$ cat src/common/clock_source_pkg.sv
// constants and types shared by the system clock source control block
`default_nettype none
package clock_source_pkg;
   localparam int unsigned CLK_FREQ_KHZ = 20000;
   localparam int unsigned POWER_UP_DELAY_MS = 64;
   localparam int unsigned POWER_UP_DELAY_CYCLES = POWER_UP_DELAY_MS * CLK_FREQ_KHZ;
   localparam int unsigned WARM_UP_DELAY_NS = 5000;
   // least time: round up to whole cycles
   localparam int unsigned WARM_UP_DELAY_CYCLES =
      (WARM_UP_DELAY_NS * CLK_FREQ_KHZ + 999999) / 1000000;
   localparam int unsigned CRYSTAL_STARTUP_EDGES = 1024;
   localparam int unsigned CLOCKS_PER_INSTRUCTION = 4;
   localparam int unsigned RC_DELAY_INSTRUCTIONS = 2;
   localparam int unsigned RC_DELAY_CYCLES = RC_DELAY_INSTRUCTIONS * CLOCKS_PER_INSTRUCTION;
   localparam int unsigned TIMER_WIDTH = 21;
   localparam logic [4:0] EXT_IDLE_LIMIT = 5'h10;

   localparam logic [7:0] OSC_TRIM_ADDR = 8'h90;
   localparam logic [7:0] CLOCK_STATUS_ADDR = 8'h91;
   localparam logic [4:0] TRIM_RESET = 5'h00;
   localparam logic [4:0] TRIM_SIGN_FLIP = 5'h10;
   localparam logic [7:0] RDATA_IDLE = 8'h00;

   localparam int unsigned STAT_RUN_BIT = 0;
   localparam int unsigned STAT_STARTUP_BIT = 1;
   localparam int unsigned STAT_EXT_STOP_BIT = 2;
   localparam int unsigned STAT_SLEEP_BIT = 3;
   localparam int unsigned STAT_FAMILY_LSB = 4;
   localparam int unsigned STAT_FREQ_BIT = 6;

   typedef enum logic [2:0] {
      SRC_LOW_POWER_CRYSTAL  = 3'b000,
      SRC_STANDARD_CRYSTAL   = 3'b001,
      SRC_HIGH_SPEED_CRYSTAL = 3'b010,
      SRC_EXTERNAL_LOGIC     = 3'b011,
      SRC_INTERNAL_IO        = 3'b100,
      SRC_INTERNAL_CLKOUT    = 3'b101,
      SRC_RC_IO              = 3'b110,
      SRC_RC_CLKOUT          = 3'b111
   } clock_source_select_type;

   typedef enum logic [1:0] {
      FAMILY_CRYSTAL  = 2'b00,
      FAMILY_EXTERNAL = 2'b01,
      FAMILY_RC       = 2'b10,
      FAMILY_INTERNAL = 2'b11
   } clock_family_type;

   typedef enum logic [2:0] {
      ST_RESET    = 3'b000,
      ST_POWER_UP = 3'b001,
      ST_STARTUP  = 3'b010,
      ST_RUN      = 3'b011,
      ST_SLEEP    = 3'b100,
      ST_HELD     = 3'b101
   } clock_state_type;

   typedef struct packed {
      logic                    internal_freq_select;
      logic                    power_up_delay_enable;
      clock_source_select_type clock_source_select;
   } clock_config_type;
endpackage
`default_nettype wire

$ cat src/hw/pin_sync.sv
// three-stage synchroniser with agreement filter for an off-domain pin
`default_nettype none
module pin_sync (
   input  wire logic core_clk_in,
   input  wire logic resetn_in,
   input  wire logic pin_in,
   output logic      level_out,
   output logic      rise_out
);
   logic [2:0] stage_r;
   logic       level_r;
   logic       rise_r;

   always_ff @(posedge core_clk_in or negedge resetn_in) begin
      if (!resetn_in) begin
         stage_r <= 3'h0;
      end else begin
         stage_r <= {stage_r[1:0], pin_in};
      end
   end

   // only the second and third stages are looked at
   always_ff @(posedge core_clk_in or negedge resetn_in) begin
      if (!resetn_in) begin
         level_r <= 1'b0;
         rise_r  <= 1'b0;
      end else begin
         rise_r <= stage_r[1] & stage_r[2] & ~level_r;
         if (stage_r[1] == stage_r[2]) begin
            level_r <= stage_r[2];
         end
      end
   end

   assign level_out = level_r;
   assign rise_out  = rise_r;
endmodule
`default_nettype wire

$ cat src/hw/delay_timer.sv
// loadable down counter that stays busy until its steps are used up
`default_nettype none
module delay_timer #(
   parameter int unsigned WIDTH = 21
) (
   input  wire logic             core_clk_in,
   input  wire logic             resetn_in,
   input  wire logic             load_in,
   input  wire logic [WIDTH-1:0] load_value_in,
   input  wire logic             step_in,
   output logic                  busy_out
);
   logic [WIDTH-1:0] count_r;

   always_ff @(posedge core_clk_in or negedge resetn_in) begin
      if (!resetn_in) begin
         count_r <= '0;
      end else if (load_in) begin
         count_r <= load_value_in;
      end else if (step_in && (count_r != '0)) begin
         count_r <= count_r - 1'b1;
      end
   end

   assign busy_out = (count_r != '0);
endmodule
`default_nettype wire

$ cat src/hw/system_clock_source_control.sv
// system clock source sequencing, start-up delays and oscillator trim register
//
// Design decision made here: the address-and-strobe port.
`default_nettype none
// Summary of operation
// - crystal modes count 1024 pin oscillations first
// - count starts after power-up timer, and wake
// - program counter held while start-up counts
// - exit delay depends on selected clock source
// - logic clock mode frees clock output pin
// - logic clock mode skips start-up delay entirely
// - stopped logic clock halts, restart resumes intact
// - three-bit select field picks clock source
// - internal oscillator offers 4 or 8 MHz
// - trim is five-bit two's complement, rewritable
// - trim codes ordered monotonically, zero calibrated
// - trim applies at once, no completion flag
// - trim cleared only by power-on reset
module system_clock_source_control #(
   parameter int unsigned POWER_UP_CYCLES = clock_source_pkg::POWER_UP_DELAY_CYCLES,
   parameter int unsigned WARM_UP_CYCLES  = clock_source_pkg::WARM_UP_DELAY_CYCLES
) (
   input  wire logic                               core_clk_in,
   input  wire logic                               resetn_in,
   input  wire logic                               other_reset_in,
   input  wire clock_source_pkg::clock_config_type config_in,
   input  wire logic                               sleep_request_in,
   input  wire logic                               wake_event_in,
   input  wire logic                               clock_input_pin_in,
   input  wire logic [7:0]                         reg_addr_in,
   input  wire logic [7:0]                         reg_wdata_in,
   input  wire logic                               reg_write_in,
   input  wire logic                               reg_read_in,
   output logic [7:0]                              reg_rdata_out,
   output logic                                    core_run_out,
   output logic                                    pc_hold_out,
   output logic [4:0]                              trim_value_out,
   output logic [4:0]                              trim_level_out,
   output logic                                    internal_freq_8mhz_out,
   output logic                                    external_source_out,
   output logic                                    system_clock_from_pin_out,
   output logic                                    clock_output_pin_is_gpio_out,
   output logic                                    clock_output_drive_enable_out
);
   localparam int unsigned TW = clock_source_pkg::TIMER_WIDTH;
   localparam logic [TW-1:0] PWR_LOAD = TW'(POWER_UP_CYCLES);
   localparam logic [TW-1:0] WARM_LOAD = TW'(WARM_UP_CYCLES);
   localparam logic [TW-1:0] RC_LOAD = TW'(clock_source_pkg::RC_DELAY_CYCLES);
   localparam logic [TW-1:0] XTAL_LOAD = TW'(clock_source_pkg::CRYSTAL_STARTUP_EDGES);

   clock_source_pkg::clock_state_type  state_r;
   clock_source_pkg::clock_state_type  state_nxt;
   clock_source_pkg::clock_state_type  resume_st;
   clock_source_pkg::clock_config_type cfg_r;
   clock_source_pkg::clock_family_type family;

   logic [4:0]    trim_r;
   logic [4:0]    trim_level_r;
   logic [7:0]    rdata_r;
   logic [7:0]    status_byte;
   logic          run_r;
   logic          hold_r;
   logic          freq_r;
   logic          ext_src_r;
   logic          from_pin_r;
   logic          gpio_r;
   logic          drive_r;
   logic          run_ok;
   logic          pin_rise;
   logic          pwr_load;
   logic          pwr_busy;
   logic          start_load;
   logic [TW-1:0] start_value;
   logic          start_step;
   logic          start_busy;
   logic          begin_run;
   logic [4:0]    idle_cnt_r;
   logic          ext_stopped_r;
   logic          trim_write;
   logic          status_hit;
   logic          trim_hit;

   // sampled on the core clock: a crystal above a quarter of its rate is
   // undercounted, and start-up just lasts longer
   pin_sync u_pin_sync (
      .core_clk_in (core_clk_in),
      .resetn_in   (resetn_in),
      .pin_in      (clock_input_pin_in),
      .level_out   (),
      .rise_out    (pin_rise)
   );

   delay_timer #(
      .WIDTH (TW)
   ) u_power_up_delay_timer (
      .core_clk_in   (core_clk_in),
      .resetn_in     (resetn_in),
      .load_in       (pwr_load),
      .load_value_in (PWR_LOAD),
      .step_in       (1'b1),
      .busy_out      (pwr_busy)
   );

   delay_timer #(
      .WIDTH (TW)
   ) u_crystal_startup_counter (
      .core_clk_in   (core_clk_in),
      .resetn_in     (resetn_in),
      .load_in       (start_load),
      .load_value_in (start_value),
      .step_in       (start_step),
      .busy_out      (start_busy)
   );

   // configuration is caught in the first cycle after reset release
   always_ff @(posedge core_clk_in or negedge resetn_in) begin
      if (!resetn_in) begin
         cfg_r <= '0;
      end else if (state_r == clock_source_pkg::ST_RESET) begin
         cfg_r <= config_in;
      end
   end

   // source family from the three-bit select field
   always_comb begin
      case (cfg_r.clock_source_select)
         clock_source_pkg::SRC_LOW_POWER_CRYSTAL,
         clock_source_pkg::SRC_STANDARD_CRYSTAL,
         clock_source_pkg::SRC_HIGH_SPEED_CRYSTAL: begin
            family = clock_source_pkg::FAMILY_CRYSTAL;
         end
         clock_source_pkg::SRC_EXTERNAL_LOGIC: begin
            family = clock_source_pkg::FAMILY_EXTERNAL;
         end
         clock_source_pkg::SRC_RC_IO,
         clock_source_pkg::SRC_RC_CLKOUT: begin
            family = clock_source_pkg::FAMILY_RC;
         end
         default: begin
            family = clock_source_pkg::FAMILY_INTERNAL;
         end
      endcase
   end

   // start-up length and what advances it
   always_comb begin
      case (family)
         clock_source_pkg::FAMILY_CRYSTAL: begin
            start_value = XTAL_LOAD;
            start_step  = pin_rise;
         end
         clock_source_pkg::FAMILY_RC: begin
            start_value = RC_LOAD;
            start_step  = 1'b1;
         end
         clock_source_pkg::FAMILY_INTERNAL: begin
            start_value = WARM_LOAD;
            start_step  = 1'b1;
         end
         default: begin
            start_value = '0;
            start_step  = 1'b0;
         end
      endcase
   end

   // logic clock mode goes straight to run with no start-up counter, after the power-up timer if enabled
   assign begin_run = (family == clock_source_pkg::FAMILY_EXTERNAL);
   // power-up end, wake and warm-reset release share one exit delay
   assign resume_st = begin_run ? clock_source_pkg::ST_RUN : clock_source_pkg::ST_STARTUP;

   always_comb begin
      state_nxt  = state_r;
      pwr_load   = 1'b0;
      start_load = 1'b0;
      case (state_r)
         clock_source_pkg::ST_RESET: begin
            pwr_load  = config_in.power_up_delay_enable;
            state_nxt = clock_source_pkg::ST_POWER_UP;
         end
         clock_source_pkg::ST_POWER_UP: begin
            if (!pwr_busy) begin
               start_load = !begin_run;
               state_nxt  = resume_st;
            end
         end
         clock_source_pkg::ST_STARTUP: begin
            if (!start_busy) begin
               state_nxt = clock_source_pkg::ST_RUN;
            end
         end
         clock_source_pkg::ST_RUN: begin
            if (sleep_request_in) begin
               state_nxt = clock_source_pkg::ST_SLEEP;
            end
         end
         clock_source_pkg::ST_SLEEP: begin
            if (wake_event_in) begin
               start_load = !begin_run;
               state_nxt  = resume_st;
            end
         end
         clock_source_pkg::ST_HELD: begin
            if (!other_reset_in) begin
               start_load = !begin_run;
               state_nxt  = resume_st;
            end
         end
         default: begin
            state_nxt = clock_source_pkg::ST_RESET;
         end
      endcase
      // warm reset holds the core; the power-up timer never reruns
      if (other_reset_in && (state_r != clock_source_pkg::ST_RESET)
          && (state_r != clock_source_pkg::ST_POWER_UP)) begin
         state_nxt  = clock_source_pkg::ST_HELD;
         start_load = 1'b0;
      end
   end

   always_ff @(posedge core_clk_in or negedge resetn_in) begin
      if (!resetn_in) begin
         state_r <= clock_source_pkg::ST_RESET;
      end else begin
         state_r <= state_nxt;
      end
   end

   // a stalled logic clock halts the core; state is untouched,
   // so the next edge resumes where it stopped
   always_ff @(posedge core_clk_in or negedge resetn_in) begin
      if (!resetn_in) begin
         idle_cnt_r    <= 5'h00;
         ext_stopped_r <= 1'b0;
      end else if (family != clock_source_pkg::FAMILY_EXTERNAL) begin
         idle_cnt_r    <= 5'h00;
         ext_stopped_r <= 1'b0;
      end else if (pin_rise) begin
         idle_cnt_r    <= 5'h00;
         ext_stopped_r <= 1'b0;
      end else if (idle_cnt_r == clock_source_pkg::EXT_IDLE_LIMIT) begin
         ext_stopped_r <= 1'b1;
      end else begin
         idle_cnt_r <= idle_cnt_r + 5'h01;
      end
   end

   // execution gating seen by the core
   assign run_ok = (state_r == clock_source_pkg::ST_RUN) && !ext_stopped_r && !other_reset_in;
   always_ff @(posedge core_clk_in or negedge resetn_in) begin
      if (!resetn_in) begin
         run_r  <= 1'b0;
         hold_r <= 1'b1;
      end else begin
         run_r  <= run_ok;
         hold_r <= !run_ok;
      end
   end

   // pin and source steering follow the captured configuration
   always_ff @(posedge core_clk_in or negedge resetn_in) begin
      if (!resetn_in) begin
         freq_r     <= 1'b0;
         ext_src_r  <= 1'b0;
         from_pin_r <= 1'b0;
         gpio_r     <= 1'b0;
         drive_r    <= 1'b0;
      end else begin
         freq_r     <= cfg_r.internal_freq_select;
         ext_src_r  <= (family != clock_source_pkg::FAMILY_INTERNAL);
         from_pin_r <= (family != clock_source_pkg::FAMILY_INTERNAL);
         gpio_r     <= cfg_r.clock_source_select inside {clock_source_pkg::SRC_EXTERNAL_LOGIC,
                       clock_source_pkg::SRC_INTERNAL_IO, clock_source_pkg::SRC_RC_IO};
         drive_r    <= cfg_r.clock_source_select inside {clock_source_pkg::SRC_INTERNAL_CLKOUT,
                       clock_source_pkg::SRC_RC_CLKOUT};
      end
   end

   assign trim_hit   = (reg_addr_in == clock_source_pkg::OSC_TRIM_ADDR);
   assign status_hit = (reg_addr_in == clock_source_pkg::CLOCK_STATUS_ADDR);
   assign trim_write = reg_write_in && trim_hit;

   // only power-on or brown-out reset clears the trim;
   // a warm reset on other_reset_in leaves it alone
   always_ff @(posedge core_clk_in or negedge resetn_in) begin
      if (!resetn_in) begin
         trim_r <= clock_source_pkg::TRIM_RESET;
      end else if (trim_write) begin
         trim_r <= reg_wdata_in[4:0];
      end
   end

   // offset binary: a sign flip gives a monotonic 0..31 scale
   // with code 00000 at midpoint 16
   always_ff @(posedge core_clk_in or negedge resetn_in) begin
      if (!resetn_in) begin
         trim_level_r <= clock_source_pkg::TRIM_RESET ^ clock_source_pkg::TRIM_SIGN_FLIP;
      end else if (trim_write) begin
         trim_level_r <= reg_wdata_in[4:0] ^ clock_source_pkg::TRIM_SIGN_FLIP;
      end
   end

   // sequencing view for software; writes to it are ignored
   always_comb begin
      status_byte = 8'h00;
      status_byte[clock_source_pkg::STAT_RUN_BIT] = run_r;
      status_byte[clock_source_pkg::STAT_STARTUP_BIT] =
         (state_r == clock_source_pkg::ST_POWER_UP) || (state_r == clock_source_pkg::ST_STARTUP);
      status_byte[clock_source_pkg::STAT_EXT_STOP_BIT] = ext_stopped_r;
      status_byte[clock_source_pkg::STAT_SLEEP_BIT] = (state_r == clock_source_pkg::ST_SLEEP);
      status_byte[clock_source_pkg::STAT_FAMILY_LSB +: 2] = family;
      status_byte[clock_source_pkg::STAT_FREQ_BIT] = freq_r;
   end

   // read data stand for one cycle only and are zero otherwise
   always_ff @(posedge core_clk_in or negedge resetn_in) begin
      if (!resetn_in) begin
         rdata_r <= clock_source_pkg::RDATA_IDLE;
      end else if (reg_read_in && trim_hit) begin
         rdata_r <= {3'h0, trim_r};
      end else if (reg_read_in && status_hit) begin
         rdata_r <= status_byte;
      end else begin
         rdata_r <= clock_source_pkg::RDATA_IDLE;
      end
   end

   assign reg_rdata_out                 = rdata_r;
   assign core_run_out                  = run_r;
   assign pc_hold_out                   = hold_r;
   assign trim_value_out                = trim_r;
   assign trim_level_out                = trim_level_r;
   assign internal_freq_8mhz_out        = freq_r;
   assign external_source_out           = ext_src_r;
   assign system_clock_from_pin_out     = from_pin_r;
   assign clock_output_pin_is_gpio_out  = gpio_r;
   assign clock_output_drive_enable_out = drive_r;
endmodule
`default_nettype wire

$ cat config.mk
export PLATFORM = sky130hd
export DESIGN_NAME = system_clock_source_control
export DESIGN_NICKNAME = d
export VERILOG_FILES = /design/src/common/clock_source_pkg.sv /design/src/hw/pin_sync.sv /design/src/hw/delay_timer.sv /design/src/hw/system_clock_source_control.sv
export SDC_FILE = /design/constraint.sdc
export NUM_CORES = 1
export LEC_CHECK = 0
export BUFFER_PORTS_ARGS = -buffer_cell sky130_fd_sc_hd__buf_2
export CAP_MARGIN = 10
export CORE_UTILIZATION = 55
export CTS_CLUSTER_DIAMETER = 50
export DETAILED_ROUTE_END_ITERATION = 8
export GPL_TIMING_DRIVEN = 0
export PLACE_DENSITY = 0.82
export SKIP_LAST_GASP = 1
export SYNTH_ARGS = -nofsm -noshare
export SYNTH_HDL_FRONTEND = slang
export SYNTH_HIERARCHICAL = 1
export SYNTH_SLANG_ARGS = --single-unit
$ cat constraint.sdc
create_clock -name core_clk_in -period 7.4 [get_ports core_clk_in]
set_input_delay 1.48 -clock core_clk_in [delete_from_list [all_inputs] [get_ports core_clk_in]]
set_output_delay 1.48 -clock core_clk_in [all_outputs]
set_load 0.005 [all_outputs]
==> run summary, run 1 <==
P&R area growth vs syn - 16.4%
TNS Setup - 0 ns
antenna cells - 0
most common cell after layout, fill and taps aside - dfrtp_1
Post-synth EDFFs - 0
RSZ-0062 raised after global routing - false
final worst path period need - 4.65 ns
WS Path Type - reg -> reg
Seq/Total Area, Yosys - 0.435
post-layout net count - 626
area of the core - 7850 µm²
Die Footprint - 8640 µm²
input/output buffers - 48
Worst-path clk slew - 0.09 ns
PostCTS Resize Cnt - 0
DRC - 0
Setup Viol. Count Final - 0
Yosys cell types - 61
max cap viols - 0
# IOs - 54
layout cell share with drive strength beyond 1 - 0.190
async set-reset flop share out of synthesis - 1.00
prevailing post-synth register cell - dfrtp_1
Power Density - 302 nW/µm²
TritonCTS clock tree - done
largest net degree at the start of global routing - 58
Detailed Routing Iterations Pass 1 - 5
Peak VDD IR - 0.000164 V
Critical Path Fanout Max - 10
element type at the critical path end - flop
Syn Area/Cell - 9.38 µm²
vias in the first global route - 3,957
largest cells by area after synthesis - dfrtp_1, nand2_1, nor2_1
Post-CTS Setup Bufs - 0
Tcrit/Tclk final - 0.628
gp weighted congestion - 0.876
commonest cells after routing, fill and taps aside - dfrtp_1, buf_2, conb_1
Routed Antenna Nets - 0
Worst Max-Slew Pin Slew - 1.25 ns
antenna violations before repair - 0
biggest area consumer among synthesized cells - dfrtp_1
Slew Viols, Final - 0
Rel. slew slack - 0.156
Detailed Route WL - 11,200 µm
Total GRT Usage - 0.280
flops & latches, synth - 79
initial DRC count - 270
grt ovf - 0
fillers - 636
Synthesis Warnings - 6
die width - 93.0 µm
Tightest Hold Check Type - reg -> reg
CTS sink count - 79
status - finished, final reports clean
WP data arrival - 4.86 ns
vias per cell - 6.01
Mapped Area - 4550 µm²
routed vias - 4,189
hold slack - 0.365 ns
Worst Path Required - 7.61 ns
Starting Density - 0.580
CTS Hold Bufs - 0
Routed wire per std cell - 16.1 µm
FMAX - 0.215 GHz
first-pass GRT wire length - 18,900 µm
final-report hold violation count - 0
Cell Rows - 32
CTS max path bufs - 2
Synth Instances - 485
nature of the critical path startpoint - flop
Worst-Skew Late Latency - 0.35 ns
Lkg Pwr - 2.26 nW
Yosys top cell area share - 0.424
DPL Wire Length - 8090 µm
final clock skew - 0.0168 ns
clk root buf - clkbuf_8
H-Tree Depth - 3
die height - 93.0 µm
TritonCTS buffer count - 9
## power by group
group | switching (mW) | internal, mW
sequential | 0.150 | 0.565
clock | 0.171 | 0.126
combinational | 0.322 | 0.265
## cells in the mapped netlist (9+ instances only)
cell and instances:
o21ai_0 21, a21oi_1 13, or4_1 17, mux2_2 9, nand3_1 17, nor3_1 13
nand2b_1 12, o41ai_1 12, nand2_1 40, inv_1 19, dfrtp_1 77, or3_1 12
nor2_1 38, a31oi_1 22, o31ai_1 10, clkbuf_1 14
## kinds of logic (layout without fill, tap and decap cells)
kind of cell | count (synthesis) | count (layout) | synth area share
muxes | 15 | 15 | 0.0366
xor gates and xnor gates | 5 | 5 | 0.00963
AOI/OAI and AO/OA | 116 | 116 | 0.178
adders and majority gates | 7 | 7 | 0.0193
other | 2 | 46 | 0.00165
DFF | 79 | 79 | 0.435
and+or+nand+nor | 212 | 212 | 0.272
buffers and inverters | 49 | 115 | 0.0476
## final timing paths
kind | startpoint | endpoint | depth (start not counted) | slack (ns)
max | u_power_up_delay_timer/count_r[7]$_DFFE_PN0P_ | u_crystal_startup_counter/count_r[0]$_DFFE_PN0P_ | 15 | 2.75
min | u_pin_sync/stage_r[0]$_DFF_PN0_ | u_pin_sync/stage_r[1]$_DFF_PN0_ | 0 | 0.37
max reg2reg | u_power_up_delay_timer/count_r[7]$_DFFE_PN0P_ | u_crystal_startup_counter/count_r[0]$_DFFE_PN0P_ | 15 | 2.75
min reg2reg | u_pin_sync/stage_r[0]$_DFF_PN0_ | u_pin_sync/stage_r[1]$_DFF_PN0_ | 0 | 0.37
max in group asynchronous | resetn_in | pc_hold_out$_DFF_PN1_ | 2 | 5.76
min in group asynchronous | resetn_in | internal_freq_8mhz_out$_DFF_PN0_ | 1 | 1.02
## flip-flops by register name (all words and copies together), names as in the netlist
register and flops:
cfg_r 4, u_power_up_delay_timer/count_r 21, trim_level_out 1, u_crystal_startup_counter/count_r 21
core_run_out 1, pc_hold_out 1, system_clock_from_pin_out 1, idle_cnt_r 5
trim_value_out 5, internal_freq_8mhz_out 1, state_r 3, clock_output_drive_enable_out 1
clock_output_pin_is_gpio_out 1, ext_stopped_r 1, u_pin_sync/level_out 1, u_pin_sync/stage_r 3
u_pin_sync/rise_out 1, reg_rdata_out 7
## per-layer routing
metal / vias up / GRT usage / routed length (µm)
met2: 155 / 0.478 / 5710
met1: 2012 / 0.351 / 4720
li1: 1992 / - / -
met3: 30 / 0.0591 / 559
met5: - / 0 / 0
met4: 0 / 0.0949 / 234
## critical path, cell delays in order, from the launching register on
cell      delay (ns)
dfrtp_1         0.43
or4_1           0.53
clkbuf_2        0.17
or4_1           0.51
buf_2           0.18
nor2_2          0.39
inv_1           0.13
nor3b_1         0.22
a21oi_1         0.07
nor3_1          0.23
clkbuf_1        0.39
clkbuf_1        0.48
buf_1           0.45
nor2_1          0.08
o311ai_0        0.13
nand3_1         0.12
## per-stage QoR
| stage | cells | setup WS [ns] | cell area (µm²) | util | total power [mW] |
|---|---|---|---|---|---|
| finish | 697 | 2.75 | 5300 | 0.675 | 1.60 |
| global route | 697 | 2.51 | 5300 | 0.675 | 1.72 |
| CTS | 696 | 2.86 | 5290 | 0.674 | 1.59 |
| detailed placement | 680 | 2.90 | 5110 | 0.651 | 1.29 |
| global placement | 679 | 3.04 | 5080 | 0.648 | 1.25 |
| floorplan | 529 | 3.82 | 4710 | - | 1.11 |
## layout make-up
type                       count  area [µm²]  area share
sequential                    79        1980       0.374
buffer                        30         145      0.0274
timing repair buffer          50         275      0.0520
multi-input combinational    401        2520       0.476
clock buffer                  10         128      0.0241
inverter                      19        71.3      0.0135
tap                          102         128      0.0241
clock inverter                 6        50.0     0.00945
(Power assumes the default switching activity.)
==> run 2: changes to the inputs <==
--- a/config.mk
+++ b/config.mk
@@ -5,13 +5,14 @@
 export SDC_FILE = /design/constraint.sdc
 export NUM_CORES = 1
 export LEC_CHECK = 0
+export ABC_AREA = 1
 export BUFFER_PORTS_ARGS = -buffer_cell sky130_fd_sc_hd__buf_2
 export CAP_MARGIN = 10
 export CORE_UTILIZATION = 55
 export CTS_CLUSTER_DIAMETER = 50
 export DETAILED_ROUTE_END_ITERATION = 8
 export GPL_TIMING_DRIVEN = 0
-export PLACE_DENSITY = 0.82
+export PLACE_DENSITY = 0.81
 export SKIP_LAST_GASP = 1
 export SYNTH_ARGS = -nofsm -noshare
 export SYNTH_HDL_FRONTEND = slang
==> constraint.sdc (replaced) <==
create_clock -name core_clk_in -period 4.75 [get_ports core_clk_in]
set_input_delay 0.95 -clock core_clk_in [delete_from_list [all_inputs] [get_ports core_clk_in]]
set_output_delay 0.95 -clock core_clk_in [all_outputs]
set_load 0.005 [all_outputs]
==> run summary, run 2 <==
status - finished, final reports clean
element type at the critical path end - flop
Yosys cell types - 34
most common cell after layout, fill and taps aside - nand2_1
vias in the first global route - 4,491
CTS max path bufs - 2
Post-synth EDFFs - 0
final-report hold violation count - 0
Area after DPL - 5550 µm²
Tcrit/Tclk final - 0.497
antenna cells - 0
Routed wire per std cell - 12.4 µm
WS Path Type - reg -> reg
clk root buf - clkbuf_8
Worst-Skew Late Latency - 0.36 ns
Post-CTS Setup Bufs - 0
Worst Path Required - 4.99 ns
vias per cell - 5.10
input/output buffers - 49
hold slack - 0.377 ns
antenna violations before repair - 0
final clock skew - 0.0166 ns
P&R area growth vs syn - 15.3%
Peak VDD IR - 0.000392 V
Mapped Area - 5000 µm²
flops & latches, synth - 79
Starting Density - 0.571
Total GRT Usage - 0.254
die width - 97.4 µm
layout cell share with drive strength beyond 1 - 0.170
Syn Area/Cell - 7.12 µm²
gp weighted congestion - 0.895
RSZ-0062 raised after global routing - false
main combinational cell family by area after synthesis - simple AND/OR/NAND/NOR gates
mux share of post-synthesis cell area - 0.00676
DPL Wire Length - 8570 µm
routed vias - 4,663
simple-gate share of the synthesized area - 0.419
Commonest cells post-synth - nand2_1, nand3_1, nor2_1
TritonCTS clock tree - done
FMAX - 0.423 GHz
H-Tree Depth - 3
PostCTS Resize Cnt - 0
Placed Cells - 898
async set-reset flop share out of synthesis - 1.00
Power Density - 564 nW/µm²
Slew Viols, Final - 0
Tightest Hold Check Type - reg -> reg
count leader, synth - nand2_1
Setup Viol. Count Final - 0
Lkg Pwr - 3.06 nW
first-pass GRT wire length - 19,800 µm
TNS Setup - 0 ns
nature of the critical path startpoint - flop
die height - 97.4 µm
post-layout net count - 837
# IOs - 54
Place WS - 2.09 ns
area of the core - 8760 µm²
WP data arrival - 2.60 ns
Yosys top cell area share - 0.385
Worst-path clk slew - 0.09 ns
initial DRC count - 235
largest net degree at the start of global routing - 49
max cap viols - 0
Routed Antenna Nets - 0
prevailing post-synth register cell - dfrtp_1
fillers - 768
CTS Hold Bufs - 0
largest cells by area after synthesis - dfrtp_1, nand2_1, nand3_1
Cell Rows - 34
Detailed Route WL - 11,300 µm
CTS sink count - 79
biggest area consumer among synthesized cells - dfrtp_1
TritonCTS buffer count - 9
final worst path period need - 2.36 ns
Synth Area in Compound Gates - 0.0433
DRC - 0
Post-Synth Adder-Cell Area - 0.0175
Detailed Routing Iterations Pass 1 - 4
Critical Path Fanout Max - 10
Final Instance Area - 5760 µm²
Synth Area in XOR/XNOR - 0.0333
Die Footprint - 9480 µm²
grt ovf - 0
setup ws final - 2.39 ns
fin util - 0.658
Seq/Total Area, Yosys - 0.396
non-filler instance count after layout - 914
commonest cells after routing, fill and taps aside - nand2_1, nand3_1, nor2_1
overall power after layout - 3.25 mW
Synth Instances - 702
Synthesis Warnings - 6
-- run 2: power by group --
part | internal [mW] | switching [mW] | leakage, nW | total (mW)
clock network | 0.264 | 0.272 | 0.104 | 0.536
logic | 0.580 | 1.02 | 1.94 | 1.60
registers | 0.885 | 0.225 | 1.01 | 1.11
total | 1.73 | 1.52 | 3.06 | 3.25
-- run 2: critical path, cell delays in order (launching register included) --
cell,delay [ns]
dfrtp_1,0.42
nor2_1,0.16
nand2_1,0.13
nor2_4,0.14
nand4_1,0.14
o211ai_1,0.21
nand2_1,0.09
inv_1,0.16
inv_1,0.11
clkbuf_1,0.23
buf_2,0.26
nand3_1,0.11
nand3_1,0.08
-- run 2: logic make-up after synthesis --
family	Yosys count
fa+ha+maj	7
flops	79
xor+xnor	19
compound gates	36
simple gates	460
buf+inv	96
mux	3
other cells	2
-- run 2: worst paths after layout --
check	cells past startpoint	slack (ns)	from	endpoint
max	12	2.39	u_power_up_delay_timer/count_r[14]$_DFFE_PN0P_	u_crystal_startup_counter/count_r[18]$_DFFE_PN0P_
min	0	0.38	u_pin_sync/stage_r[0]$_DFF_PN0_	u_pin_sync/stage_r[1]$_DFF_PN0_
max reg2reg	12	2.39	u_power_up_delay_timer/count_r[14]$_DFFE_PN0P_	u_crystal_startup_counter/count_r[18]$_DFFE_PN0P_
min reg2reg	0	0.38	u_pin_sync/stage_r[0]$_DFF_PN0_	u_pin_sync/stage_r[1]$_DFF_PN0_
max in group asynchronous	2	3.59	resetn_in	trim_level_out[4]$_DFFE_PN1P_
min in group asynchronous	1	0.52	resetn_in	u_crystal_startup_counter/count_r[2]$_DFFE_PN0P_
-- run 2: area by class of cell --
type	instances	area (µm²)	area share
plain buffers	21	133	0.0230
clock buffers	10	138	0.0239
clock inverters	6	72.6	0.0126
inverters	75	282	0.0488
multi-input cells	565	2750	0.477
flip-flops and latches	79	1980	0.343
well taps	108	135	0.0234
repair buffers	50	275	0.0478
-- run 2: per-layer routing --
metal  GRT usage  wire [µm]
met1       0.313       5130
met2       0.450       5610
met3      0.0439        404
met4      0.0882        178
met5           0          0
